**config.mk**
```make
export PLATFORM = sky130hd
export DESIGN_NAME = pmf_core
export DESIGN_NICKNAME = d
export VERILOG_FILES = /design/src/pmf_pkg.sv /design/src/pmf_word_decode.sv /design/src/pmf_table_read.sv /design/src/pmf_core.sv
export VERILOG_INCLUDE_DIRS = /design/src /design/src/src
export SDC_FILE = /design/constraint.sdc
export NUM_CORES = 1
export LEC_CHECK = 0
export ABC_AREA = 1
export ABC_CLOCK_PERIOD_IN_PS = 3100
export BUFFER_PORTS_ARGS = -buffer_cell sky130_fd_sc_hd__buf_4
export CORE_MARGIN = 3
export CORE_UTILIZATION = 44
export DETAILED_ROUTE_END_ITERATION = 10
export GPL_TIMING_DRIVEN = 0
export HOLD_SLACK_MARGIN = 0.03
export PLACE_DENSITY = 0.79
export SLEW_MARGIN = 20
export SYNTH_ARGS = -nofsm -noshare
export SYNTH_HDL_FRONTEND = slang
export SYNTH_SLANG_ARGS = --single-unit
```
**constraint.sdc**
```tcl
create_clock -name clk_i -period 3.1 [get_ports clk_i]
set_input_delay 0.155 -clock clk_i [delete_from_list [all_inputs] [get_ports clk_i]]
set_output_delay 0.155 -clock clk_i [all_outputs]
set_load 0.02 [all_outputs]
```
**src/pmf_regs.svh**
```systemverilog
`ifndef PMF_REGS_SVH
`define PMF_REGS_SVH

// Program counter and vectors (byte addresses)
`define PMF_PC_W 21
`define PMF_RESET_VEC 21'h000000
`define PMF_VEC_HI 21'h000008
`define PMF_VEC_LO 21'h000018
`define PMF_PC_STEP 21'h000002

// Second word of a two-word instruction
`define PMF_SECOND_TAG 4'hf
`define PMF_LIT_W 12

// Table pointer update modes
`define PMF_TBL_HOLD 2'h0
`define PMF_TBL_POSTINC 2'h1
`define PMF_TBL_POSTDEC 2'h2
`define PMF_TBL_STEP 21'h000001

`endif

```
**src/pmf_pkg.sv**
```systemverilog
package pmf_pkg;
  typedef logic [20:0] pmf_addr_t;
  typedef logic [15:0] pmf_word_t;
  typedef logic [1:0] pmf_mode_t;

  // Fetch sequencer states
  typedef enum logic {
    SEQ_IDLE,
    SEQ_WAIT_SECOND
  } pmf_seq_e;

  // First words that need a second literal word
  function automatic logic pmf_is_two_word(input pmf_word_t w);
    logic r;
    r = 1'h0;
    if (w[15:12] == 4'hc) r = 1'h1;
    if (w[15:9] == 7'h76) r = 1'h1;
    if (w[15:8] == 8'hef) r = 1'h1;
    if (w[15:6] == 10'h3b8) r = 1'h1;
    return r;
  endfunction

  // Zero fill above the implemented array
  function automatic pmf_word_t pmf_fill(input pmf_addr_t a, input pmf_word_t w,
                                         input int unsigned mem_bytes);
    return (32'(a) >= mem_bytes) ? 16'h0000 : w;
  endfunction
endpackage

```
**src/pmf_word_decode.sv**
```systemverilog
`timescale 1ns/1ps
`default_nettype none
`include "pmf_regs.svh"
module pmf_word_decode #(
  parameter int unsigned MEM_BYTES = 65536
) (
  // Fetched word
  input wire pmf_pkg::pmf_addr_t addr_i,
  input wire pmf_pkg::pmf_word_t raw_i,
  // Classification
  output pmf_pkg::pmf_word_t word_o,
  output logic second_o,
  output logic two_word_o
);
  import pmf_pkg::*;

  // Unimplemented space reads zero, which decodes as a no-op
  always_comb begin
    word_o = pmf_fill(addr_i, raw_i, MEM_BYTES); // [RULE1]
    second_o = (word_o[15:12] == `PMF_SECOND_TAG); // [RULE7]
    two_word_o = pmf_is_two_word(word_o); // [RULE7]
  end
endmodule // pmf_word_decode
`default_nettype wire

```
**src/pmf_table_read.sv**
```systemverilog
`timescale 1ns/1ps
`default_nettype none
`include "pmf_regs.svh"
module pmf_table_read #(
  parameter int unsigned MEM_BYTES = 65536
) (
  // Clock and reset
  input wire logic clk_i,
  input wire logic rst_n_i,
  // Core requests
  input wire logic ptr_load_i,
  input wire pmf_pkg::pmf_addr_t ptr_data_i,
  input wire logic read_i,
  input wire pmf_pkg::pmf_mode_t mode_i,
  // Flash table port
  input wire pmf_pkg::pmf_word_t word_i,
  output pmf_pkg::pmf_addr_t addr_o,
  // Results
  output logic [7:0] table_read_latch_o,
  output pmf_pkg::pmf_addr_t table_byte_pointer_o,
  output logic done_o
);
  import pmf_pkg::*;

  pmf_addr_t next_ptr;
  logic [7:0] next_latch;
  logic next_done;
  pmf_word_t filled;

  // Word address only; the byte lane is picked here
  assign addr_o = {table_byte_pointer_o[20:1], 1'h0};

  // Pointer load wins over a read in the same cycle
  always_comb begin
    filled = pmf_fill(addr_o, word_i, MEM_BYTES); // [RULE1]
    next_ptr = table_byte_pointer_o;
    next_latch = table_read_latch_o; // [RULE14]
    next_done = 1'h0;
    if (ptr_load_i) begin
      next_ptr = ptr_data_i;
    end else if (read_i) begin
      next_latch = table_byte_pointer_o[0] ? filled[15:8] : filled[7:0]; // [RULE10] [RULE12]
      next_done = 1'h1;
      case (mode_i)
        `PMF_TBL_POSTINC: next_ptr = table_byte_pointer_o + `PMF_TBL_STEP; // [RULE11]
        `PMF_TBL_POSTDEC: next_ptr = table_byte_pointer_o - `PMF_TBL_STEP; // [RULE11]
        default: next_ptr = table_byte_pointer_o;
      endcase
    end
  end

  always_ff @(posedge clk_i) begin
    if (!rst_n_i) begin
      table_byte_pointer_o <= 21'h000000;
      table_read_latch_o <= 8'h00;
      done_o <= 1'h0;
    end else begin
      table_byte_pointer_o <= next_ptr;
      table_read_latch_o <= next_latch;
      done_o <= next_done;
    end
  end

  property p_tbl_byte;
    @(posedge clk_i) disable iff (!rst_n_i)
      (read_i && !ptr_load_i) |=> table_read_latch_o ==
        ($past(table_byte_pointer_o[0]) ? $past(filled[15:8]) : $past(filled[7:0]));
  endproperty
  a_tbl_byte: assert property (p_tbl_byte) else $error("table latch wrong byte"); // [RULE12]

  property p_tbl_inc;
    @(posedge clk_i) disable iff (!rst_n_i)
      (read_i && !ptr_load_i && mode_i == `PMF_TBL_POSTINC)
        |=> table_byte_pointer_o == $past(table_byte_pointer_o) + 21'h000001;
  endproperty
  a_tbl_inc: assert property (p_tbl_inc) else $error("pointer not incremented"); // [RULE11]

  property p_tbl_hold;
    @(posedge clk_i) disable iff (!rst_n_i)
      !read_i || ptr_load_i |=> $stable(table_read_latch_o) && !done_o;
  endproperty
  a_tbl_hold: assert property (p_tbl_hold) else $error("latch changed without read"); // [RULE14]

  c_tbl_inc: cover property (@(posedge clk_i) disable iff (!rst_n_i)
    read_i && !ptr_load_i && mode_i == `PMF_TBL_POSTINC ##1 read_i);
endmodule // pmf_table_read
`default_nettype wire

```
**src/pmf_core.sv**
```systemverilog
`timescale 1ns/1ps
`default_nettype none
`include "pmf_regs.svh"
// Notes on behaviour
// RULE1: 21-bit PC; unimplemented space reads zero
// RULE2: Reset at 0000h, vectors 0008h, 0018h
// RULE3: Instruction low byte at even address
// RULE4: PC steps by two, bit 0 zero
// RULE5: Absolute jump loads word into PC[20:1]
// RULE6: Relative offset counts words, doubled
// RULE7: Second words tagged 1111 plus 12-bit literal
// RULE8: In-sequence second word supplies the literal
// RULE9: Lone tagged word executes as no-op
// RULE10: Table read fetches one byte into latch
// RULE11: Table pointer optionally auto-updated
// RULE12: Pointer bit 0 selects low/high byte
// RULE13: Fetch and table/data access run concurrently
// RULE14: Latch holds until next table read
module pmf_core #(
  parameter int unsigned MEM_BYTES = 65536
) (
  // Clock and reset
  input wire logic clk_i,
  input wire logic rst_n_i,
  // Flow control from the core
  input wire logic advance_i,
  input wire logic skip_i,
  input wire logic irq_hi_i,
  input wire logic irq_lo_i,
  input wire logic jump_i,
  input wire logic [19:0] jump_word_i,
  input wire logic branch_i,
  input wire logic [10:0] branch_off_i,
  // Table read requests
  input wire logic tbl_ptr_load_i,
  input wire pmf_pkg::pmf_addr_t tbl_ptr_data_i,
  input wire logic table_read_instr_i,
  input wire pmf_pkg::pmf_mode_t tbl_mode_i,
  // Flash array ports
  input wire pmf_pkg::pmf_word_t fetch_word_i,
  input wire pmf_pkg::pmf_word_t tbl_word_i,
  output pmf_pkg::pmf_addr_t fetch_addr_o,
  output pmf_pkg::pmf_addr_t tbl_addr_o,
  // Issued instruction
  output logic instr_valid_o,
  output pmf_pkg::pmf_word_t instr_word_o,
  output logic [11:0] instr_literal_o,
  output logic instr_two_word_o,
  output logic instr_nop_o,
  // Table read results
  output logic [7:0] table_read_latch_o,
  output pmf_pkg::pmf_addr_t table_byte_pointer_o,
  output logic tbl_done_o
);
  import pmf_pkg::*;

  // Sequencer state
  pmf_addr_t pc;
  pmf_seq_e seq;
  pmf_word_t first;
  pmf_addr_t next_pc;
  pmf_seq_e next_seq;
  pmf_word_t next_first;
  logic next_valid;
  pmf_word_t next_word;
  logic [11:0] next_lit;
  logic next_two;
  logic next_nop;
  logic redirect;

  // Decoded fetch word
  pmf_word_t dec_word;
  logic dec_second;
  logic dec_two;

  // The PC is the flash fetch address; its low byte lane is even
  assign fetch_addr_o = pc; // [RULE3]

  pmf_word_decode #(
    .MEM_BYTES(MEM_BYTES)
  ) u_decode (
    .addr_i(pc),
    .raw_i(fetch_word_i),
    .word_o(dec_word),
    .second_o(dec_second),
    .two_word_o(dec_two)
  );

  // Table port is separate, so it never stalls fetch
  pmf_table_read #(
    .MEM_BYTES(MEM_BYTES)
  ) u_table ( // [RULE13]
    .clk_i(clk_i),
    .rst_n_i(rst_n_i),
    .ptr_load_i(tbl_ptr_load_i),
    .ptr_data_i(tbl_ptr_data_i),
    .read_i(table_read_instr_i),
    .mode_i(tbl_mode_i),
    .word_i(tbl_word_i),
    .addr_o(tbl_addr_o),
    .table_read_latch_o(table_read_latch_o),
    .table_byte_pointer_o(table_byte_pointer_o),
    .done_o(tbl_done_o)
  );

  assign redirect = irq_hi_i | irq_lo_i | jump_i | branch_i;

  // Next PC and issue; redirects drop any half-fetched pair
  always_comb begin
    next_pc = pc;
    next_seq = seq;
    next_first = first;
    next_valid = 1'h0;
    next_word = instr_word_o;
    next_lit = instr_literal_o;
    next_two = 1'h0;
    next_nop = 1'h0;
    if (irq_hi_i) begin
      next_pc = `PMF_VEC_HI; // [RULE2]
      next_seq = SEQ_IDLE;
    end else if (irq_lo_i) begin
      next_pc = `PMF_VEC_LO; // [RULE2]
      next_seq = SEQ_IDLE;
    end else if (jump_i) begin
      next_pc = {jump_word_i, 1'h0}; // [RULE5]
      next_seq = SEQ_IDLE;
    end else if (branch_i) begin
      next_pc = pc + {{9{branch_off_i[10]}}, branch_off_i, 1'h0}; // [RULE6]
      next_seq = SEQ_IDLE;
    end else if (advance_i) begin
      next_pc = pc + `PMF_PC_STEP; // [RULE4]
      case (seq)
        SEQ_IDLE: begin
          if (skip_i) begin
            next_seq = SEQ_IDLE;
          end else if (dec_second) begin
            // Tagged word alone: no-op, literal ignored
            next_valid = 1'h1; // [RULE9]
            next_word = dec_word;
            next_nop = 1'h1;
          end else if (dec_two) begin
            next_first = dec_word;
            next_seq = SEQ_WAIT_SECOND;
          end else begin
            next_valid = 1'h1;
            next_word = dec_word;
            next_nop = (dec_word == 16'h0000);
          end
        end
        SEQ_WAIT_SECOND: begin
          next_seq = SEQ_IDLE;
          if (skip_i) begin
            next_seq = SEQ_IDLE;
          end else if (dec_second) begin
            next_valid = 1'h1; // [RULE8]
            next_word = first;
            next_lit = dec_word[11:0];
            next_two = 1'h1;
          end else begin
            // Malformed pair: retire the first word harmlessly
            next_valid = 1'h1;
            next_word = first;
            next_nop = 1'h1;
          end
        end
        default: next_seq = SEQ_IDLE;
      endcase
    end
    next_pc[0] = 1'h0; // [RULE4]
  end

  // Registers; reset enters at the reset vector
  always_ff @(posedge clk_i) begin
    if (!rst_n_i) begin
      pc <= `PMF_RESET_VEC; // [RULE2]
      seq <= SEQ_IDLE;
      first <= 16'h0000;
      instr_valid_o <= 1'h0;
      instr_word_o <= 16'h0000;
      instr_literal_o <= 12'h000;
      instr_two_word_o <= 1'h0;
      instr_nop_o <= 1'h0;
    end else begin
      pc <= next_pc;
      seq <= next_seq;
      first <= next_first;
      instr_valid_o <= next_valid;
      instr_word_o <= next_word;
      instr_literal_o <= next_lit;
      instr_two_word_o <= next_two;
      instr_nop_o <= next_nop;
    end
  end

  // Checks on the fetch sequencer
  property p_reset_vec;
    @(posedge clk_i) disable iff (!rst_n_i)
      $rose(rst_n_i) |-> fetch_addr_o == 21'h000000;
  endproperty
  a_reset_vec: assert property (p_reset_vec) else $error("reset vector wrong"); // [RULE2]

  property p_irq_vec;
    @(posedge clk_i) disable iff (!rst_n_i)
      irq_hi_i |=> fetch_addr_o == 21'h000008;
  endproperty
  a_irq_vec: assert property (p_irq_vec) else $error("high vector wrong"); // [RULE2]

  property p_irq_lo_vec;
    @(posedge clk_i) disable iff (!rst_n_i)
      (irq_lo_i && !irq_hi_i) |=> fetch_addr_o == 21'h000018 && !instr_valid_o;
  endproperty
  a_irq_lo_vec: assert property (p_irq_lo_vec) else $error("low vector wrong"); // [RULE2]

  property p_step;
    @(posedge clk_i) disable iff (!rst_n_i)
      (advance_i && !redirect) |=> fetch_addr_o == $past(fetch_addr_o) + 21'h000002
        && fetch_addr_o[0] == 1'h0;
  endproperty
  a_step: assert property (p_step) else $error("pc step wrong"); // [RULE4]

  property p_jump;
    @(posedge clk_i) disable iff (!rst_n_i)
      (jump_i && !irq_hi_i && !irq_lo_i) |=> fetch_addr_o == {$past(jump_word_i), 1'h0};
  endproperty
  a_jump: assert property (p_jump) else $error("absolute target wrong"); // [RULE5]

  property p_branch;
    @(posedge clk_i) disable iff (!rst_n_i)
      (branch_i && !jump_i && !irq_hi_i && !irq_lo_i) |=> fetch_addr_o ==
        $past(fetch_addr_o) + {{9{$past(branch_off_i[10])}}, $past(branch_off_i), 1'h0};
  endproperty
  a_branch: assert property (p_branch) else $error("relative target wrong"); // [RULE6]

  property p_pair;
    @(posedge clk_i) disable iff (!rst_n_i)
      (seq == SEQ_WAIT_SECOND && advance_i && !skip_i && !redirect && dec_second)
        |=> instr_valid_o && instr_two_word_o && !instr_nop_o
          && instr_literal_o == $past(dec_word[11:0]);
  endproperty
  a_pair: assert property (p_pair) else $error("second word literal lost"); // [RULE8]

  property p_lone;
    @(posedge clk_i) disable iff (!rst_n_i)
      (seq == SEQ_IDLE && advance_i && !skip_i && !redirect && dec_second)
        |=> instr_valid_o && instr_nop_o && !instr_two_word_o;
  endproperty
  a_lone: assert property (p_lone) else $error("lone second word not a no-op"); // [RULE9]

  property p_zero_fill;
    @(posedge clk_i) disable iff (!rst_n_i)
      (32'(fetch_addr_o) >= MEM_BYTES) |-> dec_word == 16'h0000;
  endproperty
  a_zero_fill: assert property (p_zero_fill) else $error("unimplemented read not zero"); // [RULE1]

  property p_skip;
    @(posedge clk_i) disable iff (!rst_n_i)
      (advance_i && skip_i && !redirect) |=> !instr_valid_o && seq == SEQ_IDLE;
  endproperty
  a_skip: assert property (p_skip) else $error("skipped word issued"); // [RULE9]

  property p_concurrent;
    @(posedge clk_i) disable iff (!rst_n_i)
      (advance_i && !redirect && table_read_instr_i && !tbl_ptr_load_i)
        |=> tbl_done_o && fetch_addr_o == $past(fetch_addr_o) + 21'h000002;
  endproperty
  a_concurrent: assert property (p_concurrent) else $error("table read stalled fetch"); // [RULE13]

  property p_first_held;
    @(posedge clk_i) disable iff (!rst_n_i)
      (seq == SEQ_IDLE && advance_i && !skip_i && !redirect && dec_two && !dec_second)
        |=> !instr_valid_o && seq == SEQ_WAIT_SECOND;
  endproperty
  a_first_held: assert property (p_first_held) else $error("pair start wrong"); // [RULE8]

  // A first word without its tagged partner must not borrow a literal
  property p_broken_pair;
    @(posedge clk_i) disable iff (!rst_n_i)
      (seq == SEQ_WAIT_SECOND && advance_i && !skip_i && !redirect && !dec_second)
        |=> instr_valid_o && instr_nop_o && !instr_two_word_o && instr_word_o == $past(first);
  endproperty
  a_broken_pair: assert property (p_broken_pair) else $error("broken pair wrong"); // [RULE8]

  property p_redir_drop;
    @(posedge clk_i) disable iff (!rst_n_i)
      redirect |=> !instr_valid_o && seq == SEQ_IDLE;
  endproperty
  a_redir_drop: assert property (p_redir_drop) else $error("redirect kept word"); // [RULE5]

  property p_aligned;
    @(posedge clk_i) disable iff (!rst_n_i)
      fetch_addr_o[0] == 1'h0;
  endproperty
  a_aligned: assert property (p_aligned) else $error("fetch address odd"); // [RULE3]

  property p_zero_nop;
    @(posedge clk_i) disable iff (!rst_n_i)
      (seq == SEQ_IDLE && advance_i && !skip_i && !redirect && dec_word == 16'h0000)
        |=> instr_valid_o && instr_nop_o;
  endproperty
  a_zero_nop: assert property (p_zero_nop) else $error("zero word not a no-op"); // [RULE1]

  // Main scenarios
  c_pair: cover property (@(posedge clk_i) disable iff (!rst_n_i)
    instr_valid_o && instr_two_word_o);
  c_lone: cover property (@(posedge clk_i) disable iff (!rst_n_i)
    advance_i && skip_i ##1 advance_i ##1 instr_nop_o);
  c_irq: cover property (@(posedge clk_i) disable iff (!rst_n_i)
    irq_lo_i ##1 fetch_addr_o == 21'h000018);
  c_branch_back: cover property (@(posedge clk_i) disable iff (!rst_n_i)
    branch_i && branch_off_i[10]);
endmodule // pmf_core
`default_nettype wire

```
==> results.md <==
- Skew-Pair Late Insertion Delay: 360 ps
- Post-route minimum period: 2840 ps
- Clock transition at path regs: 80 ps
- Top post-synthesis cells by area: dfxtp_1 (27%), nand2_1 (19%), inv_1 (8.9%)
- Max_cap viols: 0
- Area grow syn2layout: 28.4%
- Number of synthesized flops with an enable pin: 0
- Peak supply drop: 0.000291 V
- WL per Instance: 14.3 µm
- Setup Viol. Count Final: 0
- Clk pwr share: 32.9%
- Mean Syn Cell Area: 5.97 µm²
- Antenna viol nets, final: 0
- # rows: 46
- CP Launch Type: register
- RSZ-0062 raised after global routing: false
- Max Fanout on Critical Path: 10
- Synth Flop Type: dfxtp_1
- Largest stage delay on the critical path: 470 ps
- P_leak: 0.00498 µW
- Drt total wl: 23900 µm
- Comb pwr share: 27.8%
- Global Route Usage Sum: 25.5%
- Vias/cell: 5.06
- Yosys reg bits: 98
- Width of the die: 135 µm
- Worst-path cell chain: clkbuf_1 > inv_2 > fa_1 > inv_1 > nand3_1 > nand3_1 > nand2_1 > nand2_1 > a21oi_1 > or2_2 > nand3_1 > nand2_1 > inv_1
- GP Congestion: 0.958
- H-tree levels: 3
- Global-route wire length before repair: 37700 µm
- Total vias in the final route: 8430
- Grt ovf: 0
- Endpoints failing hold: 0
- Clock Path Buffers: 2
- Post-CTS Setup Bufs: 0
- Clock skew: 9.38 ps
- Post-synth top area share: 26.7%
- Run status: completed
- CTS tree: done
- Post-synth top cells: nand2_1 (375), inv_1 (175), nor2_1 (144)
- Psw: 1190 µW
- Worst Path Arrival: 3140 ps
- Starting Density: 45.7%
- Root buf cell: clkbuf_16
- CTS Buf Count: 9
- Initial antenna violation count: 1
- Fin worst setup slack: 260 ps
- Period utilisation layout: 91.6%
- Core ar.: 0.0161 mm²
- Asr flop ratio synth: 0%
- 1st-iter DRT viols: 525
- Sequential-to-total area share from yosys stat: 26.7%
- Port bufs: 195
- Number of global-route vias before repair: 7692
- Most common cell in the netlist: nand2_1
- Req. time, crit path: 3400 ps
- Sw Share: 34.5%
- Largest area contributor in the netlist: dfxtp_1
- Setup Crit Path Kind: register to register
- Ports: 199
- Cell at the slowest stage of the critical path: fa_1
- Internal: 2250 µW
- Detailed Place HPWL: 19000 µm
- Dpl cells: 1645
- Distinct cells, synth: 43
- Ys Warns: 0
- Share of layout cells above drive strength 1: 19.4%
- Largest net degree at the start of global routing: 19
- Final non-filler cell total: 1667
- Pre-antenna DRT Iters: 5
- Drt drc: 0
- Pre-CTS setup slack: 292 ps
- Pwr dens: 363 mW/mm²
- Hold Crit Class: input port to register
- Slew Limit Fails: 0
- Max Clock Freq: 352 MHz
- Syn Inst Count: 1232
- Slew at the pin with the worst max-slew slack: 826 ps
- Die Area: 0.0183 mm²
- Max_slew headroom: 44.5%
- Endpoint class of the critical path: register
- Seq pwr share: 39.3%
- Clock Sinks: 98
- Mapped Area: 0.00736 mm²
- Final nets: 1581
- Fillers: 1621
- Chip height: 135 µm
cell families after synthesis:
family                     Yosys count  synth area share (%)
and+or+nand+nor                    654                  36.9
buffers and inverters              240                  14.0
AOI/OAI and AO/OA                  190                  14.3
DFF                                 98                  26.7
adders and majority gates           40                  7.01
xor gates and xnor gates             9                  1.07
other                                1                0.0510
per-stage QoR:
stage	util (%)	TNS [ps]	total power (µW)	hold WS, ps	area (µm²)
final	58.6	0	3430	37.1	9440
after global placement	56.4	-931	2300	329	9090
after floorplan	-	0	1950	231	7360
after global routing	58.6	0	3590	59.6	9440
after detailed placement	56.5	0	2320	332	9110
after CTS	58.6	0	3440	32.6	9440
power groups by stage:
stage | sequential (µW) | combinational, µW | clock (µW)
6_report | 1350 | 953 | 1130
5_1_grt | 1360 | 1050 | 1190
3_5_place_dp | 1380 | 940 | 0
2_1_floorplan | 1420 | 539 | 0
4_1_cts | 1350 | 949 | 1140
3_3_place_gp | 1380 | 924 | 0
state kept, by name (all words and copies together), names as in the netlist:
register	cells
fetch_addr_o	20
first	16
instr_literal_o	12
instr_nop_o	1
instr_two_word_o	1
instr_valid_o	1
instr_word_o	16
seq	1
u_table.done_o	1
u_table.table_byte_pointer_o	21
u_table.table_read_latch_o	8
repair_timing:
action	CTS	global route
resized for setup	0	0
endpoints found under the hold margin	5	0
hold buffers	5	0
cell type report:
class	count	area, µm²	area share, %
diodes	1	2.50	0.0265
plain buffers	62	365	3.87
clock buffers	9	225	2.39
clock inverters	7	56.3	0.596
inverters	178	668	7.08
multi-input cells	895	4370	46.3
flip-flops and latches	98	1960	20.8
well taps	216	270	2.86
repair buffers	201	1530	16.2
routing by layer:
metal / part of all wire, % / up-vias / GRT usage (%)
li1: - / 4300 / -
met1: 43 / 3755 / 33.0
met2: 47 / 324 / 43.0
met3: 7.6 / 51 / 4.27
met4: 3.2 / 0 / 9.18
met5: 0 / - / 0
layout by cell type, fill, tap and decap left out, types with 2 or more instances in the layout:
master           n
buf_4          217
inv_2            3
a31oi_1          9
inv_1          175
inv_6            4
dfxtp_1         98
buf_6            5
fa_1             2
buf_2            7
nor3_1           7
clkbuf_16        9
or2_2            5
nand2_1        375
ha_1            38
o221ai_1         6
o21ai_0         50
nor2_2           4
a21oi_1        104
conb_1           2
nand2_2          7
o221a_2          2
nand3_1         91
xor2_1           6
nor2_1         143
a21oi_2          7
clkbuf_1        24
buf_1            4
clkinv_2         2
o211ai_1         2
xnor2_1          3
o21bai_1         4
nand4_1         13
o21ai_1          2
nand2_4          2
dlygate4sd3_1    5
worst paths after layout:
path,from,endpoint,slack [ps],cells after the start
setup / recovery,u_table.table_byte_pointer_o[0]$_SDFFE_PN0P_,u_table.table_byte_pointer_o[10]$_SDFFE_PN0P_,260,13
hold / removal,fetch_word_i[5],first[5]$_SDFFE_PN0P_,40,3
setup reg to reg,u_table.table_byte_pointer_o[0]$_SDFFE_PN0P_,u_table.table_byte_pointer_o[10]$_SDFFE_PN0P_,260,13
hold reg to reg,instr_word_o[13]$_SDFFE_PN0P_,instr_word_o[13]$_SDFFE_PN0P_,460,2
critical path, delay by kind of cell (launching register included):
family / cells / cell delay (ps)
and+or+nand+nor: 7 / 900
buffers and inverters: 4 / 870
adders and majority gates: 1 / 470
DFF: 1 / 460
AOI/OAI and AO/OA: 1 / 90
(Power assumes the default switching activity.)
